**config.mk**
```make
export PLATFORM = sky130hd
export DESIGN_NAME = asf_flag_reg
export DESIGN_NICKNAME = d
export VERILOG_FILES = /design/src/rtl/asf_pkg.sv /design/src/rtl/asf_flag_reg.sv
export SDC_FILE = /design/constraint.sdc
export NUM_CORES = 1
export LEC_CHECK = 0
export ABC_AREA = 1
export BUFFER_PORTS_ARGS = -buffer_cell sky130_fd_sc_hd__buf_4
export CAP_MARGIN = 20
export CORE_AREA = 2 2 102 104
export DETAILED_ROUTE_END_ITERATION = 12
export DIE_AREA = 0 0 104 106
export GPL_TIMING_DRIVEN = 0
export PLACE_DENSITY = 0.63
export SKIP_LAST_GASP = 1
export SLEW_MARGIN = 20
export SYNTH_ARGS = -nofsm -noshare
export SYNTH_HDL_FRONTEND = slang
export SYNTH_SLANG_ARGS = --single-unit
```
**constraint.sdc**
```tcl
create_clock -name clock -period 2.5 [get_ports clock]
set_clock_uncertainty 0.15 [all_clocks]
set_input_delay 0.25 -clock clock [delete_from_list [all_inputs] [get_ports clock]]
set_output_delay 0.25 -clock clock [all_outputs]
set_load 0.02 [all_outputs]
```
**src/rtl/asf_pkg.sv**
```systemverilog
package asf_pkg;
	// flag register byte address on the core data bus; wishbone reaches it at WB_FLAG_OFS
	localparam logic [11:0] FLAG_REG_ADDR = 12'hfd8;
	localparam logic [7:0]  FLAG_RESET    = 8'h00;
	localparam int NEG_BIT = 4;
	localparam int OVF_BIT = 3;
	localparam int ZER_BIT = 2;
	localparam int NIB_BIT = 1;
	localparam int CAR_BIT = 0;
	localparam logic [7:0] FLAG_MASK = 8'h1f;
	// wishbone offsets
	localparam logic [3:0] WB_FLAG_OFS = 4'h0;
	localparam logic [3:0] WB_LAST_OFS = 4'h4;

	typedef enum logic [3:0] {
		ASF_OP_NONE  = 4'b0000,
		ASF_OP_ADD   = 4'b0001,
		ASF_OP_ADDC  = 4'b0010,
		ASF_OP_SUB   = 4'b0011,
		ASF_OP_SUBB  = 4'b0100,
		ASF_OP_AND   = 4'b0101,
		ASF_OP_IOR   = 4'b0110,
		ASF_OP_XOR   = 4'b0111,
		ASF_OP_CLR   = 4'b1000,
		ASF_OP_BCLR  = 4'b1001,
		ASF_OP_BSET  = 4'b1010,
		ASF_OP_SWAP  = 4'b1011,
		ASF_OP_FCOPY = 4'b1100,
		ASF_OP_WCOPY = 4'b1101,
		ASF_OP_MOV   = 4'b1110
	} asf_op_t;
endpackage

```
**src/rtl/asf_flag_reg.sv**
```systemverilog
// What this block does
// RULE_01: flags live in one register readable and writable as data memory.
// RULE_02: flag register may be source or destination of any instruction.
// RULE_03: flag-affecting op aimed at flag register writes flags, drops result.
// RULE_04: clear-file on flag register sets zero flag only, others kept.
// RULE_05: bit clear/set, swap and copies keep the arithmetic flags unless the flag register is the destination, which takes their result.
// RULE_06: subtract uses carry and nibble carry as inverted borrows.
// RULE_07: negative flag bit four follows result bit seven.
// RULE_08: overflow flag bit three marks signed two's complement overflow.
// RULE_09: zero flag bit two set when result is zero.
// RULE_10: nibble carry bit one from bit three, carry bit zero from bit seven.
// RULE_11: flags updated in the same edge, seen by the next instruction.
`timescale 1ns/10ps
`default_nettype none
module asf_flag_reg
	import asf_pkg::*;
(
	input  wire logic        clock,
	input  wire logic        rst_n,
	input  wire logic        exValid,
	input  wire logic [3:0]  exOp,
	input  wire logic [7:0]  exOperandA,
	input  wire logic [7:0]  exOperandB,
	input  wire logic [2:0]  exBitSel,
	input  wire logic [11:0] exDestAddr,
	input  wire logic        exDestFile,
	input  wire logic [11:0] exSrcAddr,
	input  wire logic        wb_cyc_i,
	input  wire logic        wb_stb_i,
	input  wire logic        wb_we_i,
	input  wire logic [3:0]  wb_adr_i,
	input  wire logic [3:0]  wb_sel_i,
	input  wire logic [31:0] wb_dat_i,
	output logic      [7:0]  exResult,
	output logic             exWriteEn,
	output logic      [7:0]  flags,
	output logic      [7:0]  srcData,
	output logic      [31:0] wb_dat_o,
	output logic             wb_ack_o,
	output logic             wb_err_o
);
	import asf_pkg::*;

	logic [7:0] next_result;
	logic [4:0] next_alu;
	logic       aluFlagsValid;
	logic [8:0] sum9;
	logic [4:0] sum5;
	logic [7:0] opB;
	logic       cin;
	logic [7:0] flagNext;
	logic       toFlag;
	logic [7:0] lastResult;
	logic       wbHit;

	function automatic logic isFlagging(input logic [3:0] op);
		case (op)
			ASF_OP_ADD, ASF_OP_ADDC, ASF_OP_SUB, ASF_OP_SUBB,
			ASF_OP_AND, ASF_OP_IOR, ASF_OP_XOR, ASF_OP_CLR: return 1'b1;
			default: return 1'b0;
		endcase
	endfunction

	assign toFlag = exDestFile && (exDestAddr == FLAG_REG_ADDR);

	// subtraction adds the complement; carries then read as not-borrow
	always_comb begin
		opB = exOperandB;
		cin = 1'b0;
		unique case (exOp)
			ASF_OP_ADDC: cin = flags[CAR_BIT];
			ASF_OP_SUB: begin
				opB = ~exOperandB; // RULE_06
				cin = 1'b1;
			end
			ASF_OP_SUBB: begin
				opB = ~exOperandB; // RULE_06
				cin = flags[CAR_BIT];
			end
			default: ;
		endcase
		sum9 = {1'b0, exOperandA} + {1'b0, opB} + {8'h00, cin};
		sum5 = {1'b0, exOperandA[3:0]} + {1'b0, opB[3:0]} + {4'h0, cin};
	end

	always_comb begin
		next_result = 8'h00;
		aluFlagsValid = isFlagging(exOp);
		next_alu = flags[4:0];
		unique case (exOp)
			ASF_OP_ADD, ASF_OP_ADDC, ASF_OP_SUB, ASF_OP_SUBB: begin
				next_result = sum9[7:0];
				next_alu[CAR_BIT] = sum9[8]; // RULE_10
				next_alu[NIB_BIT] = sum5[4]; // RULE_10
				next_alu[OVF_BIT] = (exOperandA[7] == opB[7])
					&& (sum9[7] != exOperandA[7]); // RULE_08
			end
			ASF_OP_AND:   next_result = exOperandA & exOperandB;
			ASF_OP_IOR:   next_result = exOperandA | exOperandB;
			ASF_OP_XOR:   next_result = exOperandA ^ exOperandB;
			ASF_OP_CLR:   next_result = 8'h00;
			ASF_OP_BCLR:  next_result = exOperandA & ~(8'h01 << exBitSel);
			ASF_OP_BSET:  next_result = exOperandA | (8'h01 << exBitSel);
			ASF_OP_SWAP:  next_result = {exOperandA[3:0], exOperandA[7:4]};
			ASF_OP_FCOPY: next_result = exOperandA;
			ASF_OP_WCOPY: next_result = exOperandB;
			ASF_OP_MOV:   next_result = exOperandA;
			default:      next_result = 8'h00;
		endcase
		if (aluFlagsValid) begin
			next_alu[ZER_BIT] = (next_result == 8'h00); // RULE_09
			if (exOp != ASF_OP_CLR)
				next_alu[NEG_BIT] = next_result[7]; // RULE_07
		end
	end

	// wishbone write to the flag register byte lane
	logic wbWrite;
	assign wbHit = wb_cyc_i && wb_stb_i && !wb_ack_o && !wb_err_o;
	assign wbWrite = wbHit && wb_we_i && (wb_adr_i == WB_FLAG_OFS)
		&& wb_sel_i[0];

	always_comb begin
		flagNext = flags;
		if (wbWrite)
			flagNext = wb_dat_i[7:0] & FLAG_MASK; // RULE_01
		if (exValid && toFlag) begin
			if (isFlagging(exOp))
				flagNext = {3'b000, next_alu}; // RULE_03 RULE_04
			else
				flagNext = next_result & FLAG_MASK; // RULE_02 RULE_05
		end else if (exValid && isFlagging(exOp))
			flagNext = {3'b000, next_alu};
	end

	// core writes win over a same-edge bus write
	always_ff @(posedge clock or negedge rst_n) begin
		if (!rst_n)
			flags <= FLAG_RESET;
		else
			flags <= flagNext; // RULE_11
	end

	always_ff @(posedge clock or negedge rst_n) begin
		if (!rst_n) begin
			exResult  <= 8'h00;
			exWriteEn <= 1'b0;
		end else begin
			exResult  <= next_result;
			exWriteEn <= exValid && exDestFile && !toFlag; // RULE_03
		end
	end

	// flag register read as an operand
	always_ff @(posedge clock or negedge rst_n) begin
		if (!rst_n)
			srcData <= 8'h00;
		else
			srcData <= (exSrcAddr == FLAG_REG_ADDR)
				? (flagNext & FLAG_MASK) : 8'h00; // RULE_02
	end

	always_ff @(posedge clock or negedge rst_n) begin
		if (!rst_n)
			lastResult <= 8'h00;
		else if (exValid)
			lastResult <= next_result;
	end

	always_ff @(posedge clock or negedge rst_n) begin
		if (!rst_n) begin
			wb_ack_o <= 1'b0;
			wb_err_o <= 1'b0;
			wb_dat_o <= 32'h0000_0000;
		end else begin
			wb_ack_o <= 1'b0;
			wb_err_o <= 1'b0;
			if (wbHit) begin
				if (wb_adr_i == WB_FLAG_OFS) begin
					wb_ack_o <= 1'b1;
					wb_dat_o <= {24'h000000, flags & FLAG_MASK}; // RULE_01
				end else if (wb_adr_i == WB_LAST_OFS) begin
					wb_ack_o <= 1'b1;
					wb_dat_o <= {24'h000000, lastResult};
				end else begin
					wb_err_o <= 1'b1;
					wb_dat_o <= 32'h0000_0000;
				end
			end
		end
	end

	// carry and sign of a plain add, worked out apart from the datapath
	logic [8:0] chkSum;
	assign chkSum = {1'b0, exOperandA} + {1'b0, exOperandB};
endmodule // asf_flag_reg
`default_nettype wire

```
# After elaboration in Yosys (flattened, before gate mapping)

Memories as Yosys holds them, arrays and structs flattened.
Cells that the tools add are included.

Reduce and logical (&&, ||, !) cells: 22
Shifts and indexed selects: 1
$lt $le $gt $ge: 0
Equality and inequality tests: 19
Mux-type cells: 23
Add/subtract/negate cells: 4
$mul: 0
Bitwise operators: 7
Div/mod/pow operators: 0

Operators with widths:

| kind                                            | number |
|---|---|
| one-hot mux 8 bit (9 select lines)              | 1 |
| two-way mux 8 bit                               | 6 |
| == test 12 bit, second input constant           | 2 |
| == test 4 bit, second input constant            | 6 |
| == test 4 x 3 -> 1 bit, second input constant   | 5 |
| AND 8 bit                                       | 2 |
| inverter 8 bit                                  | 2 |
| OR 8 bit                                        | 2 |
| logical AND 1 bit                               | 12 |
| two-way mux 1 bit                               | 12 |
| two-way mux 5 bit                               | 2 |
| adder 8 x 8 -> 9 bit                            | 1 |
| adder 9 x 1 -> 9 bit                            | 1 |
| == test 4 x 2 -> 1 bit, second input constant   | 2 |
| logical NOT 8 bit                               | 1 |
| << shifter 1 x 3 -> 8 bit, first input constant | 1 |
| bitwise XOR 8 bit                               | 1 |
| OR reduction 2 bit                              | 3 |
| adder 4 x 4 -> 5 bit                            | 1 |
| adder 5 x 1 -> 5 bit                            | 1 |
| == test 4 x 1 -> 1 bit, second input constant   | 1 |
| logical NOT 4 bit                               | 1 |
| != test 4 bit, second input constant            | 1 |
| OR reduction 4 bit                              | 1 |
| other kinds (6)                                 | 8 |

Memory bits (read-only): 48
Input bits: 94
Bits in latches: 0
Memory bits (writable): 0
Memories kept: 3
Register bits: 64

Memory list:

| memory           | words | bits a word | read ports | clocked after Yosys merged registers in | wr ports | RTL line           | RTL |
|---|---|---|---|---|---|---|---|
| (name not given) | 16    | 1           | 1          | 0                                       | 0        | asf_flag_reg.sv:57 | `case (op)` |
| (name not given) | 16    | 1           | 1          | 0                                       | 0        | asf_flag_reg.sv:57 |  |
| (name not given) | 16    | 1           | 1          | 0                                       | 0        | asf_flag_reg.sv:57 |  |

# Logic depth before layout (Yosys ltp)

Depth in word-level cells: 11
Mapped depth: 21
Mapped depth without buffers: 21

# Least setup slack after synthesis

Ideal clock, no wire load.

Path kind: input -> register
Start point: in exOp[1]
End point: reg srcData[2]
Stages on the path: 21
Setup slack: -0.275 ns
Arrival: 2.547 ns
Data required time: 2.272 ns
Path buffers: 0
Library setup time: 0.078 ns
Cell sequence: nand2_1 inv_1 nand2_1 nand2_1 a21oi_1 o21a_1 inv_1 fa_1 inv_1 fa_1 inv_1 nand2_1 nand2_1 nand2_1 nand3_1 nand3_1 nor2_1 nand3_1 nor2_1 nand3_1 a21oi_1

Longest elaborated chain between the ends: 11
Elaborated cells on any way between the ends: 34
Classes of those cells: 2 x add/sub; 13 x eq/ne; 10 x mux; 6 x reduce/logical; 3 x memory

Ends and longest elaborated chain:

| what                                                             | RTL line                                 | RTL |
|---|---|---|
| from (decl)                                                      | asf_flag_reg.sv:21                       | `input wire logic [3:0] exOp,` |
| == test 4 x 2 -> 1 bit or == test 4 x 3 -> 1 bit (tied branches) | asf_flag_reg.sv:70, asf_flag_reg.sv:90   |  |
| OR reduction 2 bit (no line)                                     | n/a                                      |  |
| two-way mux 8 bit                                                | n/a                                      |  |
| adder 8 x 8 -> 9 bit                                             | asf_flag_reg.sv:82                       | `sum9 = {1'b0, exOperandA} + {1'b0, opB} + {8'h00, cin};` |
| adder 9 x 1 -> 9 bit                                             | asf_flag_reg.sv:82                       |  |
| one-hot mux 8 bit (9 select lines)                               | asf_flag_reg.sv:90                       | `unique case (exOp)` |
| logical NOT 8 bit                                                | asf_flag_reg.sv:111                      | `next_alu[ZER_BIT] = (next_result == 8'h00);` |
| two-way mux 1 bit                                                | asf_flag_reg.sv:110                      | `if (aluFlagsValid) begin` |
| two-way mux 8 bit or two-way mux 5 bit (tied branches)           | asf_flag_reg.sv:132, asf_flag_reg.sv:128 |  |
| two-way mux 8 bit (*)                                            | asf_flag_reg.sv:127                      | `if (exValid && toFlag) begin` |
| two-way mux 5 bit (*)                                            | asf_flag_reg.sv:160                      | `? (flagNext & FLAG_MASK) : 8'h00;` |
| to (signal assigned)                                             | asf_flag_reg.sv:159                      | `srcData <= (exSrcAddr == FLAG_REG_ADDR)` |
| to (decl)                                                        | asf_flag_reg.sv:37                       | `output logic [7:0] srcData,` |

Every way passes the cells marked *; elsewhere a longest branch is shown, timed or not. The select of a mux whose other input is x is not followed.
A chain may end at the register's enable or synchronous reset.

# Final worst setup path

Start point: in exOp[0]
End point: reg srcData[2]

Same word-level chain as after synthesis.

==> metrics.csv <==
stage;metric;value;unit
cts;clk_pin_slew;0.07;ns
finish;multiInputGateArea;2250;µm²
cts;cts_max_path_buffers;2;
global_routing;grt_max_degree;38;
synth;synth_most_common_cell;nand2_1;
finish;diodes;0;
synth;syn_area;3360;µm²
timing;max_clock_freq;388;MHz
timing;period_minus_slack;2.58;ns
cts;cts.sinks;37;
placed_design;io_buffers;92;
synth;postSynthCellCount;520;
floorplan;die_y;106;µm
flow_run;drv_cap;0;
floorplan;rows;37;
synth;avgSynthCellArea;6.47;µm²
synth;yosysWarnings;0;
status;violations;setup timing;
power;p_per_area;450;nW/µm²
cts;cts_root_buffer;clkbuf_8;
global_routing;grt_use_total;0.191;
floorplan;start_util;0.336;
power;leakagePower;2.68;nW
status;status;complete, but fails checks;
detailed_routing;vias;3716;
detailed_routing;drc;0;
worst_setup_path;r2r_slack;-0.08;ns
floorplan;fp.dieW;104;µm
finish;register_area;926;µm²
detailed_routing;post_drt_wl_per_cell;13.3;µm
detailed_routing;detail-route-antenna-nets;0;
finish;drive_gt1_frac;0.328;
synth;synth-edff-count;0;
finish;nets;766;
placed_design;place_congestion;0.904;
detailed_routing;wl;10600;µm
synth;yosysTopAreaCell;dfrtp_1;
cts;cts_buffers;5;
timing;rsz0062_at_grt;true;
synth;synth.area.top_cells;dfrtp_1, nand2_1, inv_1;
timing;fin_ws;-0.0773;ns
global_routing;grt_pass1_wl;17200;µm
synth;synth.distinct_cells;39;
floorplan;dieArea;11000;µm²
synth;synthArstFlopShare;1.00;
global_routing;gr-total-overflow;0;
timing;finalSetupViolCount;2;
detailed_routing;drt_pass1_iterations;4;
worst_setup_path;worst-path-max-fanout;5;
finish;final_util;0.485;
global_routing;grt_pass1_vias;3592;
synth;synth_seq_cells;37;
worst_setup_path;start_kind;primary input;
synth;synth_flop_cell;dfrtp_1;
timing;final-hold-violation-count;0;
placed_design;dp_hpwl;8360;µm
timing;timing.final.crit_share;1.03;
power;ir_worst_vdd;0.000292;V
timing;relSlewSlack;0.592;
timing;drv_slew;0;
worst_setup_path;critical_path_class;in -> reg;
synth;synth_top_area_frac;0.275;
synth;synthTopCellsByCount;nand2_1, inv_1, nor2_1;
finish;layout-area-overhead-vs-synth;44.1;%
worst_setup_path;cp-end-kind;flip-flop;
power;p_total;2.18;mW
synth;synth-seq-area-share;0.275;
detailed_routing;drtIter0Drc;145;
floorplan;core_area;10000;µm²
worst_setup_path;cp.arrival;2.64;ns
cts;cts_htree_levels;2;
cts;clk_latency;0.29;ns
worst_setup_path;critical_path_required;2.57;ns
detailed_routing;drt-vias-per-instance;4.65;
cts;cts_tree;built;
floorplan;boundaryPins;153;
worst_hold_path;hp-class;in -> reg;
finish;fillers;1040;
global_routing;antenna_found_initial;0;
timing;tightest_slew;0.606;ns
-- through the flow --
stage	hold slack, ns	area [µm²]	setup WS [ns]	setup TNS, ns	cells
after global routing	0.0224	4850	-0.261	-0.721	800
after detailed placement	0.0862	4360	-0.780	-9.46	777
final	0.0176	4850	-0.0773	-0.0830	800
after CTS	0.0103	4670	-0.225	-0.381	796
after global placement	0.0817	4360	-0.740	-8.44	777
after floorplan	-0.196	3500	-0.0541	-0.0541	549
-- cell type report --
type,count,area share
inverter,77,0.0611
tap,136,0.0351
buffer,33,0.0506
clock buffer,6,0.0170
clock inverter,2,0.00774
timing repair buffer,107,0.173
multi-input combinational,402,0.465
sequential,37,0.191
-- cells in the final DEF, fill, tap and decap left out, types with 2 or more instances in the layout --
cell type  instances
nor3b_1            2
xor2_2             5
inv_4              3
inv_2              5
o22ai_1            4
nand3_2           10
nand2_4            6
clkbuf_8           6
a21oi_2            4
nor2_2             5
xor2_1             4
buf_6              4
o21ai_1            5
xnor2_1            3
inv_1             68
or2_2              2
nor4_1             2
nor3_1             6
fa_2               2
buf_4            131
nor2_8             2
o211ai_1           5
nand2_1          144
nand3b_1           5
nand2_2           12
a32o_1             2
o21ai_0           15
nor2_1            44
dfrtp_1           37
nand4_1            7
nand3_1           36
nor2_4             9
ha_1               6
conb_1            30
a21oi_1           16
-- path summary, 6_finish.rpt --
kind                                    startpoint                      end  cells past startpoint
max                                        exOp[0]     srcData[2]$_DFF_PN0_                     18
min                                    wb_adr_i[3]       wb_ack_o$_DFF_PN0_                      2
max reg2reg                     flags[0]$_DFF_PN0_     srcData[2]$_DFF_PN0_                     14
min reg2reg                wb_dat_o[3]$_DFFE_PN0P_  wb_dat_o[3]$_DFFE_PN0P_                      2
max in group asynchronous                    rst_n       flags[1]$_DFF_PN0_                      2
min in group asynchronous                    rst_n  wb_dat_o[7]$_DFFE_PN0P_                      2
-- logic make-up after synthesis --
family          Yosys count  share of synthesized area
compound gates           56                     0.0971
buf+inv                 110                      0.159
simple gates            295                      0.399
xor+xnor                 12                     0.0312
flops                    37                      0.275
other cells               1                    0.00111
fa+ha+maj                 9                     0.0379
-- routing by layer --
layer	vias up	GRT usage	part of all wire
met1	1716	0.245	0.44
met2	117	0.341	0.50
met5	-	0	0
li1	1868	-	-
met3	15	0.0288	0.053
met4	0	0.0396	0.015
-- flip-flops by register name (all words and copies together) (netlist names) --
name,count
exWriteEn,1
wb_err_o,1
wb_ack_o,1
exResult,8
wb_dat_o,8
lastResult,8
srcData,5
flags,5
-- critical path: stages --
cell and delay (ns):
buf_6 0.12, nor2_4 0.14, nand2_4 0.09, nand2_8 0.10, a21oi_2 0.04, o21a_1 0.18
inv_2 0.06, fa_2 0.20, inv_2 0.04, fa_2 0.51, inv_1 0.04, nand2_1 0.06
nand4_1 0.08, nor2_2 0.20, nand3_1 0.11, nor3_2 0.16, nand3_2 0.13, a21oi_2 0.13
-- where the power goes --
group | internal [mW] | switching [mW] | leakage [nW]
Clock | 0.324 | 0.211 | 0.0574
Combinational | 0.386 | 0.555 | 2.14
Sequential | 0.669 | 0.0364 | 0.479
-- timing repair --
action,CTS,global route
pin swaps,22,34
hold buffers,1,0
endpoints found under the hold margin,37,0
gates resized for setup,32,35
setup endpoints to repair,15,15
buffers inserted,10,4
Note: power is estimated with default switching activity, not from simulation.
